<file path="src/pkg/dhi_defines.svh">
// Constants of the display host interface
// Summary of operation
// E mode: read_write_select low writes, high reads
// data_command_select low command, high display data
// E mode: latch on strobe fall, selected
// Host discards one dummy read first
// Split mode: read ends on read strobe rise
// Split mode: write taken on write strobe rise
// 4-wire: shift eight bits MSB first
// 4-wire: data_command_select sampled on eighth clock
// Byte written on its completing clock
// Serial modes are write only
// D0 serial clock, D1/D2 serial data
// 3-wire: flag then eight data bits
// 3-wire: flag one RAM, zero command
// Two-wire: match address, low bit from pin
// Two-wire: ignore traffic until address matched
// Two-wire: direction one read, zero write
// Two-wire: sense and acknowledge on separate pins
// Bus mode fixed by strap pins
// Chip select high ignores bus activity; two-wire mode does not look at chip select
// Two-wire: acknowledge control and data bytes
// Control byte: continuation, data/command, six zeros
// Reset pin clears serial shift register
// Data bus driven only in read cycle
// Command read returns status byte
`ifndef DHI_DEFINES_SVH
`define DHI_DEFINES_SVH

// ----------------------------------------------------------------
// Bus mode strap codes
// ----------------------------------------------------------------
`define DHI_MODE_I2C 3'h0
`define DHI_MODE_SPI3 3'h1
`define DHI_MODE_SPI4 3'h2
`define DHI_MODE_E 3'h4
`define DHI_MODE_RW 3'h6

// ----------------------------------------------------------------
// Serial and two-wire constants
// ----------------------------------------------------------------
`define DHI_SPI4_LAST 4'h7
`define DHI_SPI3_LAST 4'h8
`define DHI_I2C_LAST 4'h7
`define DHI_I2C_ADDR_HI 6'h1e
`define DHI_SYNC_W 16

// ----------------------------------------------------------------
// Reset values
// ----------------------------------------------------------------
`define DHI_RST_SHIFT 9'h000
`define DHI_RST_CNT 4'h0
`define DHI_RST_BYTE 8'h00

`endif

</file>
<file path="src/pkg/dhi_pkg.sv">
// Types of the display host interface
`include "dhi_defines.svh"
package dhi_pkg;

    // ------------------------------------------------------------
    // Two-wire receiver states, Gray coded in the order listed
    // ------------------------------------------------------------
    typedef enum logic [2:0] {
        DHI_I_IDLE = 3'h0,
        DHI_I_ADDR = 3'h1,
        DHI_I_CTRL = 3'h3,
        DHI_I_DATA = 3'h2,
        DHI_I_ACK = 3'h6,
        DHI_I_SKIP = 3'h7
    } dhi_i2c_t;

    // ------------------------------------------------------------
    // Whole state of the interface
    // ------------------------------------------------------------
    typedef struct packed {
        logic prev_strobe;
        logic prev_rw;
        logic prev_sclk;
        logic prev_sda;
        logic [8:0] shift;
        logic [3:0] cnt;
        logic [2:0] mode;
        logic mode_ok;
        dhi_i2c_t i2c_st;
        dhi_i2c_t ack_next;
        logic ack_on;
        logic i2c_dc;
        logic i2c_co;
        logic wr_strobe;
        logic [7:0] wr_data;
        logic wr_is_data;
        logic rd_req;
        logic [7:0] rd_latch;
        logic [7:0] d_out;
        logic d_oe_n;
        logic sda_out;
        logic sda_oe_n;
    } dhi_state_t;

endpackage

</file>
<file path="src/core/dhi_sync.sv">
// Two-stage pin synchroniser, one stage pair per bit
module dhi_sync
    import dhi_pkg::*;
#(
    parameter int W = 1
)
(
    // Clock and reset
    input wire logic mclk,
    input wire logic sys_rst,
    // Pins and synchronised copy
    input wire logic [W-1:0] pin_in,
    output logic [W-1:0] pin_sync
);

    logic [W-1:0] meta;

    // ------------------------------------------------------------
    // Per bit flop pair
    // ------------------------------------------------------------
    genvar i;
    generate
        for (i = 0; i < W; i++)
        begin : g_bit
            always_ff @(posedge mclk)
            begin
                if (sys_rst)
                begin
                    meta[i] <= 1'b0;
                    pin_sync[i] <= 1'b0;
                end
                else
                begin
                    meta[i] <= pin_in[i];
                    pin_sync[i] <= meta[i];
                end
            end
        end
    endgenerate

endmodule // dhi_sync

</file>
<file path="src/core/dhi_host_if.sv">
// Host bus interface of the display driver: parallel, serial, two-wire
`include "dhi_defines.svh"
module dhi_host_if
    import dhi_pkg::*;
(
    // Clock and reset
    input wire logic mclk,
    input wire logic sys_rst,
    // Straps and reset pin
    input wire logic reset_pin_n,
    input wire logic [2:0] bus_mode_pins,
    // Host control pins
    input wire logic chip_select_n,
    input wire logic data_command_select,
    input wire logic bus_strobe,
    input wire logic read_write_select,
    // Host data bus, D0 serial clock, D1 serial data in
    input wire logic [7:0] data_bus_in,
    output logic [7:0] data_bus_out,
    output logic data_bus_oe_n,
    // Two-wire acknowledge drive pin
    output logic sda_drive_out,
    output logic sda_drive_oe_n,
    // Write side toward command register and display RAM
    output logic wr_strobe,
    output logic [7:0] wr_data,
    output logic wr_is_data,
    // Read side from display RAM and status
    output logic ram_rd_req,
    input wire logic [7:0] ram_rdata,
    input wire logic [7:0] status_byte,
    // Strapped mode in use
    output logic [2:0] bus_mode
);

    dhi_state_t s;
    dhi_state_t next_s;
    logic [`DHI_SYNC_W-1:0] pins;
    logic [`DHI_SYNC_W-1:0] sy;
    logic res_s;
    logic [2:0] bs_s;
    logic cs_s;
    logic dc_s;
    logic rw_s;
    logic strobe_s;
    logic [7:0] d_s;
    logic sclk;
    logic serial_data_in;
    logic [7:0] byte_in;
    logic i2c_start;
    logic i2c_stop;
    logic rd_en;

    // ------------------------------------------------------------
    // Pin synchronisers
    // ------------------------------------------------------------
    assign pins = {reset_pin_n, bus_mode_pins, chip_select_n,
                   data_command_select, read_write_select, bus_strobe,
                   data_bus_in};

    dhi_sync #(.W(`DHI_SYNC_W)) u_sync (
        .mclk(mclk),
        .sys_rst(sys_rst),
        .pin_in(pins),
        .pin_sync(sy)
    );

    assign res_s = sy[15];
    assign bs_s = sy[14:12];
    assign cs_s = sy[11];
    assign dc_s = sy[10];
    assign rw_s = sy[9];
    assign strobe_s = sy[8];
    assign d_s = sy[7:0];
    // serial pin roles
    assign sclk = d_s[0];
    assign serial_data_in = d_s[1];
    assign byte_in = {s.shift[6:0], serial_data_in};
    assign i2c_start = sclk && s.prev_sclk && s.prev_sda && !serial_data_in;
    assign i2c_stop = sclk && s.prev_sclk && !s.prev_sda && serial_data_in;

    // ------------------------------------------------------------
    // Next state
    // ------------------------------------------------------------
    always_comb
    begin
        next_s = s;
        // serial modes never drive
        rd_en = 1'b0;
        next_s.wr_strobe = 1'b0;
        next_s.rd_req = 1'b0;
        next_s.prev_strobe = strobe_s;
        next_s.prev_rw = rw_s;
        next_s.prev_sclk = sclk;
        next_s.prev_sda = serial_data_in;
        // read data runs one access behind
        if (s.rd_req)
            next_s.rd_latch = ram_rdata;
        // mode caught from straps once
        if (!s.mode_ok)
        begin
            next_s.mode = bs_s;
            next_s.mode_ok = 1'b1;
        end
        else
        begin
            case (s.mode)
                `DHI_MODE_E:
                begin
                    // strobe fall while selected
                    if (s.prev_strobe && !strobe_s && !cs_s)
                    begin
                        if (!rw_s)
                        begin
                            next_s.wr_strobe = 1'b1;
                            next_s.wr_data = d_s;
                            // data or command byte
                            next_s.wr_is_data = dc_s;
                        end
                        else if (dc_s)
                            next_s.rd_req = 1'b1;
                    end
                    rd_en = !cs_s && rw_s && strobe_s;
                end
                `DHI_MODE_RW:
                begin
                    // write strobe rise, read strobe high
                    if (!s.prev_rw && rw_s && !cs_s && strobe_s)
                    begin
                        next_s.wr_strobe = 1'b1;
                        next_s.wr_data = d_s;
                        next_s.wr_is_data = dc_s;
                    end
                    // read strobe rise ends the read
                    if (!s.prev_strobe && strobe_s && !cs_s && rw_s && dc_s)
                        next_s.rd_req = 1'b1;
                    rd_en = !cs_s && !strobe_s && rw_s;
                end
                `DHI_MODE_SPI4, `DHI_MODE_SPI3:
                begin
                    // deselect drops a partial byte
                    if (cs_s)
                        next_s.cnt = `DHI_RST_CNT;
                    else if (!s.prev_sclk && sclk)
                    begin
                        // MSB first shift
                        next_s.shift = {s.shift[7:0], serial_data_in};
                        if ((s.mode == `DHI_MODE_SPI4 &&
                             s.cnt == `DHI_SPI4_LAST) ||
                            (s.mode == `DHI_MODE_SPI3 &&
                             s.cnt == `DHI_SPI3_LAST))
                        begin
                            // write on the completing edge
                            next_s.wr_strobe = 1'b1;
                            next_s.wr_data = byte_in;
                            // pin or leading flag
                            next_s.wr_is_data = (s.mode == `DHI_MODE_SPI4) ?
                                                dc_s : s.shift[7];
                            next_s.cnt = `DHI_RST_CNT;
                        end
                        else
                            next_s.cnt = s.cnt + 4'h1;
                    end
                end
                `DHI_MODE_I2C:
                begin
                    if (i2c_start)
                    begin
                        next_s.i2c_st = DHI_I_ADDR;
                        next_s.cnt = `DHI_RST_CNT;
                        next_s.ack_on = 1'b0;
                        next_s.sda_oe_n = 1'b1;
                    end
                    else if (i2c_stop)
                    begin
                        next_s.i2c_st = DHI_I_IDLE;
                        next_s.ack_on = 1'b0;
                        next_s.sda_oe_n = 1'b1;
                    end
                    else
                    begin
                        case (s.i2c_st)
                            DHI_I_ADDR, DHI_I_CTRL, DHI_I_DATA:
                            begin
                                if (!s.prev_sclk && sclk)
                                begin
                                    next_s.shift = {s.shift[7:0], serial_data_in};
                                    next_s.cnt = s.cnt + 4'h1;
                                    if (s.cnt == `DHI_I2C_LAST)
                                    begin
                                        next_s.cnt = `DHI_RST_CNT;
                                        next_s.i2c_st = DHI_I_ACK;
                                        if (s.i2c_st == DHI_I_ADDR)
                                        begin
                                            // address match
                                            if (byte_in[7:2] !=
                                                `DHI_I2C_ADDR_HI ||
                                                byte_in[1] != dc_s)
                                                next_s.i2c_st = DHI_I_SKIP;
                                            // read has no data source
                                            else if (byte_in[0])
                                                next_s.ack_next = DHI_I_SKIP;
                                            else
                                                next_s.ack_next = DHI_I_CTRL;
                                        end
                                        else if (s.i2c_st == DHI_I_CTRL)
                                        begin
                                            // control byte fields
                                            next_s.i2c_co = byte_in[7];
                                            next_s.i2c_dc = byte_in[6];
                                            next_s.ack_next = DHI_I_DATA;
                                        end
                                        else
                                        begin
                                            next_s.wr_strobe = 1'b1;
                                            next_s.wr_data = byte_in;
                                            next_s.wr_is_data = s.i2c_dc;
                                            next_s.ack_next = s.i2c_co ?
                                                DHI_I_CTRL : DHI_I_DATA;
                                        end
                                    end
                                end
                            end
                            DHI_I_ACK:
                            begin
                                // ack held over the ninth clock
                                if (s.prev_sclk && !sclk)
                                begin
                                    next_s.ack_on = !s.ack_on;
                                    next_s.sda_oe_n = s.ack_on;
                                    if (s.ack_on)
                                        next_s.i2c_st = s.ack_next;
                                end
                            end
                            DHI_I_IDLE, DHI_I_SKIP:
                                next_s.i2c_st = s.i2c_st;
                            default:
                                next_s.i2c_st = DHI_I_IDLE;
                        endcase
                    end
                end
                default:
                    next_s.cnt = `DHI_RST_CNT;
            endcase
        end
        // drive only inside a selected read
        if (rd_en)
        begin
            next_s.d_oe_n = 1'b0;
            next_s.d_out = dc_s ? s.rd_latch : status_byte;
        end
        else
            next_s.d_oe_n = 1'b1;
        // reset pin wipes serial state, straps reread
        if (!res_s)
        begin
            next_s.shift = `DHI_RST_SHIFT;
            next_s.cnt = `DHI_RST_CNT;
            next_s.i2c_st = DHI_I_IDLE;
            next_s.ack_on = 1'b0;
            next_s.sda_oe_n = 1'b1;
            next_s.d_oe_n = 1'b1;
            next_s.mode_ok = 1'b0;
            next_s.wr_strobe = 1'b0;
            next_s.rd_req = 1'b0;
        end
    end

    // ------------------------------------------------------------
    // State register
    // ------------------------------------------------------------
    always_ff @(posedge mclk)
    begin
        if (sys_rst)
        begin
            s <= '0;
            s.i2c_st <= DHI_I_IDLE;
            s.ack_next <= DHI_I_IDLE;
            s.d_oe_n <= 1'b1;
            s.sda_oe_n <= 1'b1;
        end
        else
            s <= next_s;
    end

    assign data_bus_out = s.d_out;
    assign data_bus_oe_n = s.d_oe_n;
    assign sda_drive_out = s.sda_out;
    assign sda_drive_oe_n = s.sda_oe_n;
    assign wr_strobe = s.wr_strobe;
    assign wr_data = s.wr_data;
    assign wr_is_data = s.wr_is_data;
    assign ram_rd_req = s.rd_req;
    assign bus_mode = s.mode;
endmodule // dhi_host_if

</file>
<file path="config.mk">
export PLATFORM = sky130hd
export DESIGN_NAME = dhi_host_if
export DESIGN_NICKNAME = d
export VERILOG_FILES = /design/src/pkg/dhi_pkg.sv /design/src/core/dhi_sync.sv /design/src/core/dhi_host_if.sv
export VERILOG_INCLUDE_DIRS = /design/src /design/src/pkg
export SDC_FILE = /design/constraint.sdc
export NUM_CORES = 1
export LEC_CHECK = 0
export BUFFER_PORTS_ARGS = -buffer_cell sky130_fd_sc_hd__buf_2
export CORE_UTILIZATION = 35
export DETAILED_ROUTE_END_ITERATION = 10
export PLACE_DENSITY = 0.55
export SLEW_MARGIN = 20
export SYNTH_ARGS = -nofsm -noshare
export SYNTH_HDL_FRONTEND = slang
export SYNTH_SLANG_ARGS = --single-unit
export TNS_END_PERCENT = 20
</file>
<file path="constraint.sdc">
create_clock -name mclk -period 2.1 [get_ports mclk]
set_input_delay 0.21 -clock mclk [delete_from_list [all_inputs] [get_ports mclk]]
set_output_delay 0.21 -clock mclk [all_outputs]
set_load 0.005 [all_outputs]
</file>
==> results of run 1 <==
stage by stage:
| stage | area (µm²) | total power, mW | instances | TNS [ps] |
|---|---|---|---|---|
| finish | 4323 | 3.022 | 575 | 0 |
| global route | 4323 | 3.161 | 575 | -83.88 |
| CTS | 4275 | 3.065 | 574 | 0 |
| detailed placement | 4090 | 1.932 | 558 | 0 |
| global placement | 4090 | 1.931 | 558 | 0 |
| floorplan | 3741 | 1.878 | 386 | 0 |
area by class of cell:
type | instances | area [µm²]
tap | 136 | 170.2
timing repair buffer | 78 | 442.9
multi-input combinational | 248 | 1697
fill | 1063 | 6001
sequential | 90 | 1802
clock inverter | 5 | 43.79
inverter | 7 | 26.28
clock buffer | 11 | 141.4
logic make-up after synthesis:
kind of cell | count (synthesis) | synth area share, %
adders and majority gates | 2 | 0.6688
DFF | 90 | 48.16
other | 1 | 0.1002
buffers and inverters | 48 | 7.558
AOI/OAI and AO/OA | 64 | 12.74
and+or+nand+nor | 148 | 22.04
muxes | 30 | 8.027
xor gates and xnor gates | 3 | 0.7025
power breakdown:
| group | switching (mW) | internal, mW | leakage (nW) |
|---|---|---|---|
| clock | 0.649 | 0.480 | 0.0885 |
| combinational | 0.0702 | 0.0686 | 0.932 |
| sequential | 0.0164 | 1.74 | 0.732 |
| total | 0.736 | 2.29 | 1.75 |
critical path: cells and delay by family (launching register included):
kind,cells,cell delay [ps]
and+or+nand+nor,3,540
adders and majority gates,1,220
AOI/OAI and AO/OA,3,600
DFF,1,390
buffers and inverters,1,160
registers in the layout (all words and copies together), names as in the netlist:
signal / count
s: 27
wr_strobe: 1
sda_drive_oe_n: 1
u_sync.meta: 16
ram_rd_req: 1
u_sync.pin_sync: 16
byte_in: 7
data_bus_out: 8
wr_is_data: 1
wr_data: 8
data_bus_oe_n: 1
bus_mode: 3
repair_timing:
item,in CTS,in global routing
hold endpoints to repair,0,0
setup buffers,0,1
endpoints found under the setup margin,0,8
hold buffers,0,0
resized for setup,0,7
how the worst max path moves through the flow:
| stage | end | cells after the start | startpoint |
|---|---|---|---|
| 2_1_floorplan | s[35] | 7 | s[43] |
| 3_3_place_gp | wr_data[0] | 7 | s[43] |
| 3_5_place_dp | wr_data[0] | 7 | s[43] |
| 4_1_cts | wr_data[0] | 7 | s[43] |
| 5_1_grt | wr_data[1] | 6 | bus_mode[1] |
| 6_report | wr_data[0] | 8 | s[44] |
synthesized netlist by cell type, types with 2 or more instances:
cell                        instances
sky130_fd_sc_hd__a221oi_1           6
sky130_fd_sc_hd__nand2b_1           6
sky130_fd_sc_hd__a211oi_1           9
sky130_fd_sc_hd__dfxtp_1           90
sky130_fd_sc_hd__clkbuf_2           2
sky130_fd_sc_hd__nand4b_1           4
sky130_fd_sc_hd__or4_4              2
sky130_fd_sc_hd__nand3b_1           3
sky130_fd_sc_hd__mux2i_1           30
sky130_fd_sc_hd__nor2b_1           40
sky130_fd_sc_hd__nand3_1            3
sky130_fd_sc_hd__a21oi_1           10
sky130_fd_sc_hd__xor2_1             2
sky130_fd_sc_hd__nor3_1             9
sky130_fd_sc_hd__a32oi_1            3
sky130_fd_sc_hd__a2bb2oi_1          2
sky130_fd_sc_hd__o21ai_1            5
sky130_fd_sc_hd__nand2_1           12
sky130_fd_sc_hd__ha_1               2
sky130_fd_sc_hd__o41ai_1            2
sky130_fd_sc_hd__and2_1             2
sky130_fd_sc_hd__and3_1             4
sky130_fd_sc_hd__inv_1              6
sky130_fd_sc_hd__buf_4             23
sky130_fd_sc_hd__clkbuf_1          11
sky130_fd_sc_hd__nor2_1            47
sky130_fd_sc_hd__nand4_1            2
sky130_fd_sc_hd__a22oi_1            3
sky130_fd_sc_hd__o21ai_0            4
sky130_fd_sc_hd__and3b_1            3
sky130_fd_sc_hd__nor4bb_1           2
sky130_fd_sc_hd__or3_1              2
sky130_fd_sc_hd__o21a_1             3
sky130_fd_sc_hd__buf_2              3
routing by layer:
| metal | vias up | track usage [%] | part of all wire, % |
|---|---|---|---|
| li1 | 1424 | - | - |
| met1 | 1250 | 20.18 | 50 |
| met5 | - | 0 | 0 |
| met3 | 13 | 5.071 | 5.7 |
| met2 | 77 | 21.80 | 43 |
| met4 | 0 | 6.237 | 1.7 |
==> results.cfg, run 1 <==
[logic_synthesis]
synthTopCellsByArea = sky130_fd_sc_hd__dfxtp_1, sky130_fd_sc_hd__mux2i_1, sky130_fd_sc_hd__nor2b_1, sky130_fd_sc_hd__nor2_1, sky130_fd_sc_hd__buf_4
synth_cells = 386
syn_area_per_cell_um2 = 9.692
yosysWarningCount = 0
synthesis.nets = 422
ys_types = 63
synth-edff-count = 0
cell_taking_the_most_area_after_synthesis = sky130_fd_sc_hd__dfxtp_1
share_of_synthesized_registers_carrying_an_async_set_or_reset_pct = 0
synth-main-ff-cell = sky130_fd_sc_hd__dfxtp_1
synth_top_cell_area_share_pct = 48.16
ys_seq_area_share_pct = 48.16
yosys_register_bits = 90
syn-cell-area_um2 = 3741

[job]
drv.max_cap_violation_count = 0

[clock_network]
clk_transition_reported_paths_ps = 90
root_buffer_selected_by_cts = sky130_fd_sc_hd__clkbuf_8
clock_tree.htree_level_count = 3
tritoncts_num_sinks = 90
tritoncts = built
clock_tree.buffer_depth = 2
num_cts_buffers = 9
clock_insertion_delay_worst_skew_ps = 370

[sta]
period_share_pct = 93.99
max_slew.worst_pin.slew_ps = 706.2
period_minus_slack_ps = 1974
maxClockFrequency_mhz = 506.6
worst_slew_margin_rel_pct = 52.92
fin_hold_ws_ps = 41.38
clock-skew-final_ps = 13.26
slew_viol_final = 0
timing.final.setup_violations = 0
setup_slack_ps = 126.2
hold_viol = 0

[drt]
drc = 0
drt_first_iter_violations = 237
vias = 2764
post_drt_wl_per_cell_um = 13.45
routed_wl_um = 7736
first_pass_iters = 5
vias_per_cell = 4.807
postRouteAntennaNets = 0

[placement]
dp_hpwl_um = 5482
pre_cts_ws_ps = 72.64
portBuffers = 57
gpl.final_weighted_congestion = 0.9145

[worst_hold_path]
whs_endpoint = u_sync.meta[11]
min_delay_path_depth = 2
min-delay-path-class = primary input to flip-flop
hold_path.startpoint = chip_select_n

[critical_path]
timing.setup.critical_path_class = flip-flop to flip-flop
timing.critical_path.slowest_cell_delay_ps = 390
critical_path.startpoint_type = flip-flop
path_cells = ha_2, nand3b_1, or3_1, a21oi_2, o21a_1, buf_4, nor2_1, a211oi_1
r2r_cells = 8
path_max_fanout = 5
worst_r2r_dst = wr_data[0]
rr_startpoint = s[44]
reg2reg_slack_ps = 130
critPathRequiredTime_ps = 2380
cp_data_arrival_time_ps = 2260
timing.critical_path.slowest_stage_cell = sky130_fd_sc_hd__dfxtp_1
end_kind = flip-flop

[cells_and_area]
insertedDiodeCount = 0
post-route-util_pct = 41.87
most_frequent_cells_in_the_layout = sky130_fd_sc_hd__dfxtp_1, sky130_fd_sc_hd__buf_2, sky130_fd_sc_hd__nor2_1
layout.cells.most_common = sky130_fd_sc_hd__dfxtp_1
layout-area-overhead-vs-synth_pct = 15.55
fin_nets = 470
drive_above_1_share_pct = 25.28

[global_route]
first_pass_grt_wire_length_um = 13000
grt.total_usage_pct = 15.00
grt_antenna_before_repair = 0
vias_in_the_first_global_route = 2613
grt-ovfl-total = 0
largest_net_degree_at_the_start_of_global_routing = 70

[floorplanning]
core.rowCount = 37
floorplan.die.width_um = 105.4
start_util_pct = 36.24
die_height_um = 105.4
core-area_um2 = 10320
design.die.area_um2 = 11110
ioPinCount = 59

[power_and_ir_drop]
p_per_area_nw_per_um2 = 699.0
vdd_drop_max_uv = 280.8
static-leakage-power_nw = 1.753

[status]
outcome = finished clean
Note: power is estimated with default switching activity, not from simulation.
==> run 2: changes to the inputs <==
--- a/config.mk
+++ b/config.mk
@@ -6,10 +6,11 @@
 export SDC_FILE = /design/constraint.sdc
 export NUM_CORES = 1
 export LEC_CHECK = 0
+export ABC_AREA = 1
 export BUFFER_PORTS_ARGS = -buffer_cell sky130_fd_sc_hd__buf_2
 export CORE_UTILIZATION = 35
 export DETAILED_ROUTE_END_ITERATION = 10
-export PLACE_DENSITY = 0.55
+export PLACE_DENSITY = 0.54
 export SLEW_MARGIN = 20
 export SYNTH_ARGS = -nofsm -noshare
 export SYNTH_HDL_FRONTEND = slang
==> constraint.sdc (replaced) <==
create_clock -name mclk -period 2 [get_ports mclk]
set_input_delay 0.2 -clock mclk [delete_from_list [all_inputs] [get_ports mclk]]
set_output_delay 0.2 -clock mclk [all_outputs]
set_load 0.005 [all_outputs]
==> results.cfg, run 2 <==
[logic_synthesis]
syn-cell-area_um2 = 3950
yosysWarningCount = 0
yosys_register_bits = 90
synth-edff-count = 0
ys_seq_area_share_pct = 45.61
cell_taking_the_most_area_after_synthesis = sky130_fd_sc_hd__dfxtp_1
share_of_synthesized_registers_carrying_an_async_set_or_reset_pct = 0
syn_area_per_cell_um2 = 6.729
synth_cells = 587
synth_top_cell_area_share_pct = 45.61
synthTopCellsByArea = sky130_fd_sc_hd__dfxtp_1, sky130_fd_sc_hd__nor2_1, sky130_fd_sc_hd__nand2_1, sky130_fd_sc_hd__inv_1, sky130_fd_sc_hd__o21ai_0
ys_top_cells_by_count = sky130_fd_sc_hd__nor2_1, sky130_fd_sc_hd__nand2_1, sky130_fd_sc_hd__dfxtp_1, sky130_fd_sc_hd__inv_1, sky130_fd_sc_hd__o21ai_0
synthMostInstantiatedCell = sky130_fd_sc_hd__nor2_1
synthesis.nets = 623
synth-main-ff-cell = sky130_fd_sc_hd__dfxtp_1
ys_types = 27

[cells_and_area]
layout.cells.most_common = sky130_fd_sc_hd__nor2_1
drive_above_1_share_pct = 14.85
largest_registers = s: 27 flops, u_sync.meta: 16 flops, u_sync.pin_sync: 16 flops
filler_cell_count = 1167
layout-area-overhead-vs-synth_pct = 14.86
design_area_um2 = 4537
most_frequent_cells_in_the_layout = sky130_fd_sc_hd__nor2_1, sky130_fd_sc_hd__nand2_1, sky130_fd_sc_hd__dfxtp_1
filler_free_cell_count_of_the_finished_design = 773
insertedDiodeCount = 0
fin_nets = 664
max_flop_register = s
flip_flop_count_of_the_largest_register_all_copies_and_words_added = 27
post-route-util_pct = 41.49

[global_route]
grt-ovfl-total = 0
largest_net_degree_at_the_start_of_global_routing = 41
first_pass_grt_wire_length_um = 14720
grt.total_usage_pct = 16.18
grt_antenna_before_repair = 0
vias_in_the_first_global_route = 3196

[placement]
detailed_place.area_um2 = 4252
placed_cells = 757
gpl.final_weighted_congestion = 0.9053
dp_hpwl_um = 6368
portBuffers = 57
pre_cts_ws_ps = 325.7

[clock_network]
cts.hold.buffers_added = 0
num_cts_buffers = 9
clock_insertion_delay_worst_skew_ps = 340
clk_transition_reported_paths_ps = 70
root_buffer_selected_by_cts = sky130_fd_sc_hd__clkbuf_16
ctsResizeCount = 0
tritoncts = built
cts.repair_timing.setup_buffer_count = 0
clock_tree.htree_level_count = 3
tritoncts_num_sinks = 90
clock_tree.buffer_depth = 2

[worst_hold_path]
min-delay-path-class = primary input to flip-flop
whs_endpoint = u_sync.meta[3]
min_delay_path_depth = 3
hold_path.startpoint = data_bus_in[3]

[sta]
hold_viol = 0
fin_setup_tns_ps = 0
clock-skew-final_ps = 5.311
worst_slew_margin_rel_pct = 65.51
max_slew.worst_pin.slew_ps = 516.8
period_minus_slack_ps = 1688
fin_hold_ws_ps = 54.28
grt_setup_unrepaired = no
timing.final.setup_violations = 0
setup_slack_ps = 311.9
slew_viol_final = 0
period_share_pct = 84.40
maxClockFrequency_mhz = 592.4

[critical_path]
end_kind = flip-flop
critical_path.startpoint_type = flip-flop
path_max_fanout = 9
rr_startpoint = bus_mode[0]
r2r_cells = 9
reg2reg_slack_ps = 310
worst_r2r_dst = data_bus_out[6]
cp_data_arrival_time_ps = 1960
critPathRequiredTime_ps = 2270
timing.setup.critical_path_class = flip-flop to flip-flop

[floorplanning]
start_util_pct = 36.12
design.die.area_um2 = 11710
core.rowCount = 38
floorplan.die.width_um = 108.2
ioPinCount = 59
core-area_um2 = 10940
die_height_um = 108.2

[drt]
drt_first_iter_violations = 190
post_drt_wl_per_cell_um = 11.18
vias = 3388
drc = 0
vias_per_cell = 4.383
routed_wl_um = 8645
first_pass_iters = 4
postRouteAntennaNets = 0

[power_and_ir_drop]
static-leakage-power_nw = 2.202
p_per_area_nw_per_um2 = 800.5
report.power.total_mw = 3.632
vdd_drop_max_uv = 518.0

[status]
outcome = finished clean

[job]
drv.max_cap_violation_count = 0
==> run 2: cell types whose count changed after synthesis, moves of 26 or more <==
cell / previous run / this run
sky130_fd_sc_hd__nand2_1: 12 / 135
sky130_fd_sc_hd__nand3_1: 3 / 29
sky130_fd_sc_hd__nor2_1: 47 / 140
sky130_fd_sc_hd__nor2b_1: 40 / 0
sky130_fd_sc_hd__inv_1: 6 / 76
sky130_fd_sc_hd__o21ai_0: 4 / 37
sky130_fd_sc_hd__mux2i_1: 30 / 0
==> run 2: how the worst max path moves through the flow <==
stage / startpoint / endpoint / slack [ps] / depth (start not counted)
3_3_place_gp: bus_mode[0] / wr_data[5] / 290 / 9
4_1_cts: bus_mode[0] / data_bus_out[6] / 310 / 9
3_5_place_dp: bus_mode[0] / wr_data[3] / 330 / 9
5_1_grt: s[44] / wr_data[7] / 110 / 11
6_report: bus_mode[0] / data_bus_out[6] / 310 / 9
2_1_floorplan: s[44] / wr_data[0] / 610 / 10
==> run 2: cell type report <==
class	count	area [µm²]	area share, %
flip-flops and latches	90	1802	39.71
multi-input cells	382	1640	36.16
clock buffers	9	225.2	4.964
clock inverters	7	60.06	1.324
inverters	83	311.5	6.867
repair buffers	62	322.8	7.115
well taps	140	175.2	3.861
==> run 2: kinds of logic after synthesis <==
logic type / synth area share [%]
fa+ha+maj: 0.6334
buf+inv: 12.86
other cells: 0.09494
flops: 45.61
simple gates: 32.56
compound gates: 8.236
==> run 2: report_power, final <==
| part | internal [mW] | switching (mW) | total (mW) |
|---|---|---|---|
| combinational | 0.0671 | 0.112 | 0.179 |
| clock | 0.862 | 0.744 | 1.61 |
| sequential | 1.83 | 0.0201 | 1.85 |
| total | 2.76 | 0.876 | 3.63 |
==> run 2: critical path, cell delays in order (launching register included) <==
cell and delay (ps):
sky130_fd_sc_hd__dfxtp_1 380, sky130_fd_sc_hd__inv_2 160, sky130_fd_sc_hd__nand2_1 100, sky130_fd_sc_hd__nor2_2 170
sky130_fd_sc_hd__nand3_1 100, sky130_fd_sc_hd__o31ai_1 80, sky130_fd_sc_hd__nand2_1 250, sky130_fd_sc_hd__inv_2 220
sky130_fd_sc_hd__nor2_1 60, sky130_fd_sc_hd__nor2_1 100
==> run 2: routing by layer <==
layer	share of wire, %	vias to the layer above	track usage, %
met5	0	-	0
met4	1.1	0	5.088
met3	5.7	8	4.280
li1	-	1852	-
met2	44	86	27.43
met1	49	1442	19.87
==> run 3: changes to the inputs <==
--- a/config.mk
+++ b/config.mk
@@ -6,11 +6,11 @@
 export SDC_FILE = /design/constraint.sdc
 export NUM_CORES = 1
 export LEC_CHECK = 0
-export ABC_AREA = 1
+export ABC_AREA = 0
 export BUFFER_PORTS_ARGS = -buffer_cell sky130_fd_sc_hd__buf_2
 export CORE_UTILIZATION = 35
 export DETAILED_ROUTE_END_ITERATION = 10
-export PLACE_DENSITY = 0.54
+export PLACE_DENSITY = 0.57
 export SLEW_MARGIN = 20
 export SYNTH_ARGS = -nofsm -noshare
 export SYNTH_HDL_FRONTEND = slang
==> constraint.sdc (replaced) <==
create_clock -name mclk -period 1.4 [get_ports mclk]
set_input_delay 0.14 -clock mclk [delete_from_list [all_inputs] [get_ports mclk]]
set_output_delay 0.14 -clock mclk [all_outputs]
set_load 0.005 [all_outputs]
==> results.cfg, run 3 (synthesis results as in run 1) <==
[cells_and_area]
layout.cells.most_common = sky130_fd_sc_hd__dfxtp_1
insertedDiodeCount = 0
most_frequent_cells_in_the_layout = sky130_fd_sc_hd__dfxtp_1, sky130_fd_sc_hd__buf_4, sky130_fd_sc_hd__buf_2
flip_flop_count_of_the_largest_register_all_copies_and_words_added = 27
fin_nets = 534
largest_registers = s: 27 flops, u_sync.meta: 16 flops, u_sync.pin_sync: 16 flops
post-route-util_pct = 50.99
layout-area-overhead-vs-synth_pct = 40.70
max_flop_register = s
filler_free_cell_count_of_the_finished_design = 639
design_area_um2 = 5264
drive_above_1_share_pct = 42.35

[status]
violations = setup timing
outcome = complete, but fails checks

[floorplanning]
core-area_um2 = 10320
design.die.area_um2 = 11110
ioPinCount = 59
start_util_pct = 36.24
floorplan.die.width_um = 105.4
die_height_um = 105.4
core.rowCount = 37

[power_and_ir_drop]
static-leakage-power_nw = 2.233
report.power.total_mw = 4.891
vdd_drop_max_uv = 577.7
p_per_area_nw_per_um2 = 929.1

[clock_network]
clock_tree.htree_level_count = 3
tritoncts = built
clk_transition_reported_paths_ps = 90
clock_tree.buffer_depth = 2
clock_insertion_delay_worst_skew_ps = 360
root_buffer_selected_by_cts = sky130_fd_sc_hd__clkbuf_8
tritoncts_num_sinks = 90
num_cts_buffers = 9

[drt]
vias = 3077
drc = 0
post_drt_wl_per_cell_um = 14.22
postRouteAntennaNets = 0
first_pass_iters = 4
vias_per_cell = 4.815
routed_wl_um = 9086
drt_first_iter_violations = 137

[critical_path]
critPathRequiredTime_ps = 1670
path_cells = inv_2, ha_2, and3b_2, nand4b_1, o311ai_4, o21a_4, buf_8, a311oi_2
critical_path.startpoint_type = flip-flop
timing.critical_path.slowest_cell_delay_ps = 380
cp_data_arrival_time_ps = 2120
end_kind = flip-flop
timing.setup.critical_path_class = flip-flop to flip-flop
path_max_fanout = 6
timing.critical_path.slowest_stage_cell = sky130_fd_sc_hd__dfxtp_4
reg2reg_slack_ps = -440

[sta]
fin_hold_ws_ps = 13.04
timing.final.setup_violations = 40
setup_slack_ps = -441.2
grt_setup_unrepaired = yes
worst_slew_margin_rel_pct = 51.29
maxClockFrequency_mhz = 543.1
max_slew.worst_pin.slew_ps = 730.6
fin_setup_tns_ps = -9963
clock-skew-final_ps = 15.40
period_share_pct = 131.5
hold_viol = 0
slew_viol_final = 0
period_minus_slack_ps = 1841

[worst_hold_path]
min-delay-path-class = primary input to flip-flop

[global_route]
vias_in_the_first_global_route = 3043
grt-ovfl-total = 0
grt_antenna_before_repair = 0
largest_net_degree_at_the_start_of_global_routing = 70
first_pass_grt_wire_length_um = 14590
grt.total_usage_pct = 16.46

[job]
drv.max_cap_violation_count = 0

[placement]
pre_cts_ws_ps = -586.9
gpl.final_weighted_congestion = 0.9351
portBuffers = 57
dp_hpwl_um = 6078
placed_cells = 602
detailed_place.area_um2 = 4474
-- run 3: per-layer routing --
metal	track usage (%)	share of wire, %
met3	2.597	3.6
met4	6.036	1.2
met2	27.11	47
met5	0	0
met1	21.69	48
-- run 3: worst paths after layout --
check | startpoint | end | cells after the start
hold / removal | ram_rdata[6] | s[17] | 3
setup / recovery | s[43] | wr_is_data | 8
hold reg to reg | u_sync.meta[0] | u_sync.pin_sync[0] | 1
setup reg to reg | s[43] | wr_is_data | 8
-- run 3: timing repair --
action / in CTS / in global routing
resized for setup: 30 / 49
pin swaps: 9 / 13
hold buffers: 19 / 0
setup endpoints to repair: 41 / 40
endpoints found under the hold margin: 19 / 0
cloned: 0 / 1
buffers inserted: 1 / 0
-- run 3: critical path: cells and delay by family, from the launching register on --
| kind | cells | cell delay [ps] |
|---|---|---|
| AO/OA/AOI/OAI | 3 | 640 |
| adder cells (fa/ha/maj) | 1 | 160 |
| AND/OR/NAND/NOR | 2 | 400 |
| flip-flops | 1 | 380 |
| buffers and inverters | 2 | 180 |
-- run 3: report_power, final --
part | switching, mW | total [mW] | internal (mW)
Clock | 1.04 | 1.96 | 0.919
Combinational | 0.134 | 0.303 | 0.169
Sequential | 0.0262 | 2.63 | 2.60
Total | 1.20 | 4.89 | 3.69
-- run 3: cell type report --
| cell class | instances | area, µm² |
|---|---|---|
| clock buffer | 10 | 137.6 |
| clock inverter | 6 | 80.08 |
| fill | 949 | 5060 |
| inverter | 7 | 26.28 |
| multi-input combinational | 249 | 2026 |
| sequential | 90 | 1826 |
| tap | 136 | 170.2 |
| timing repair buffer | 141 | 998.5 |
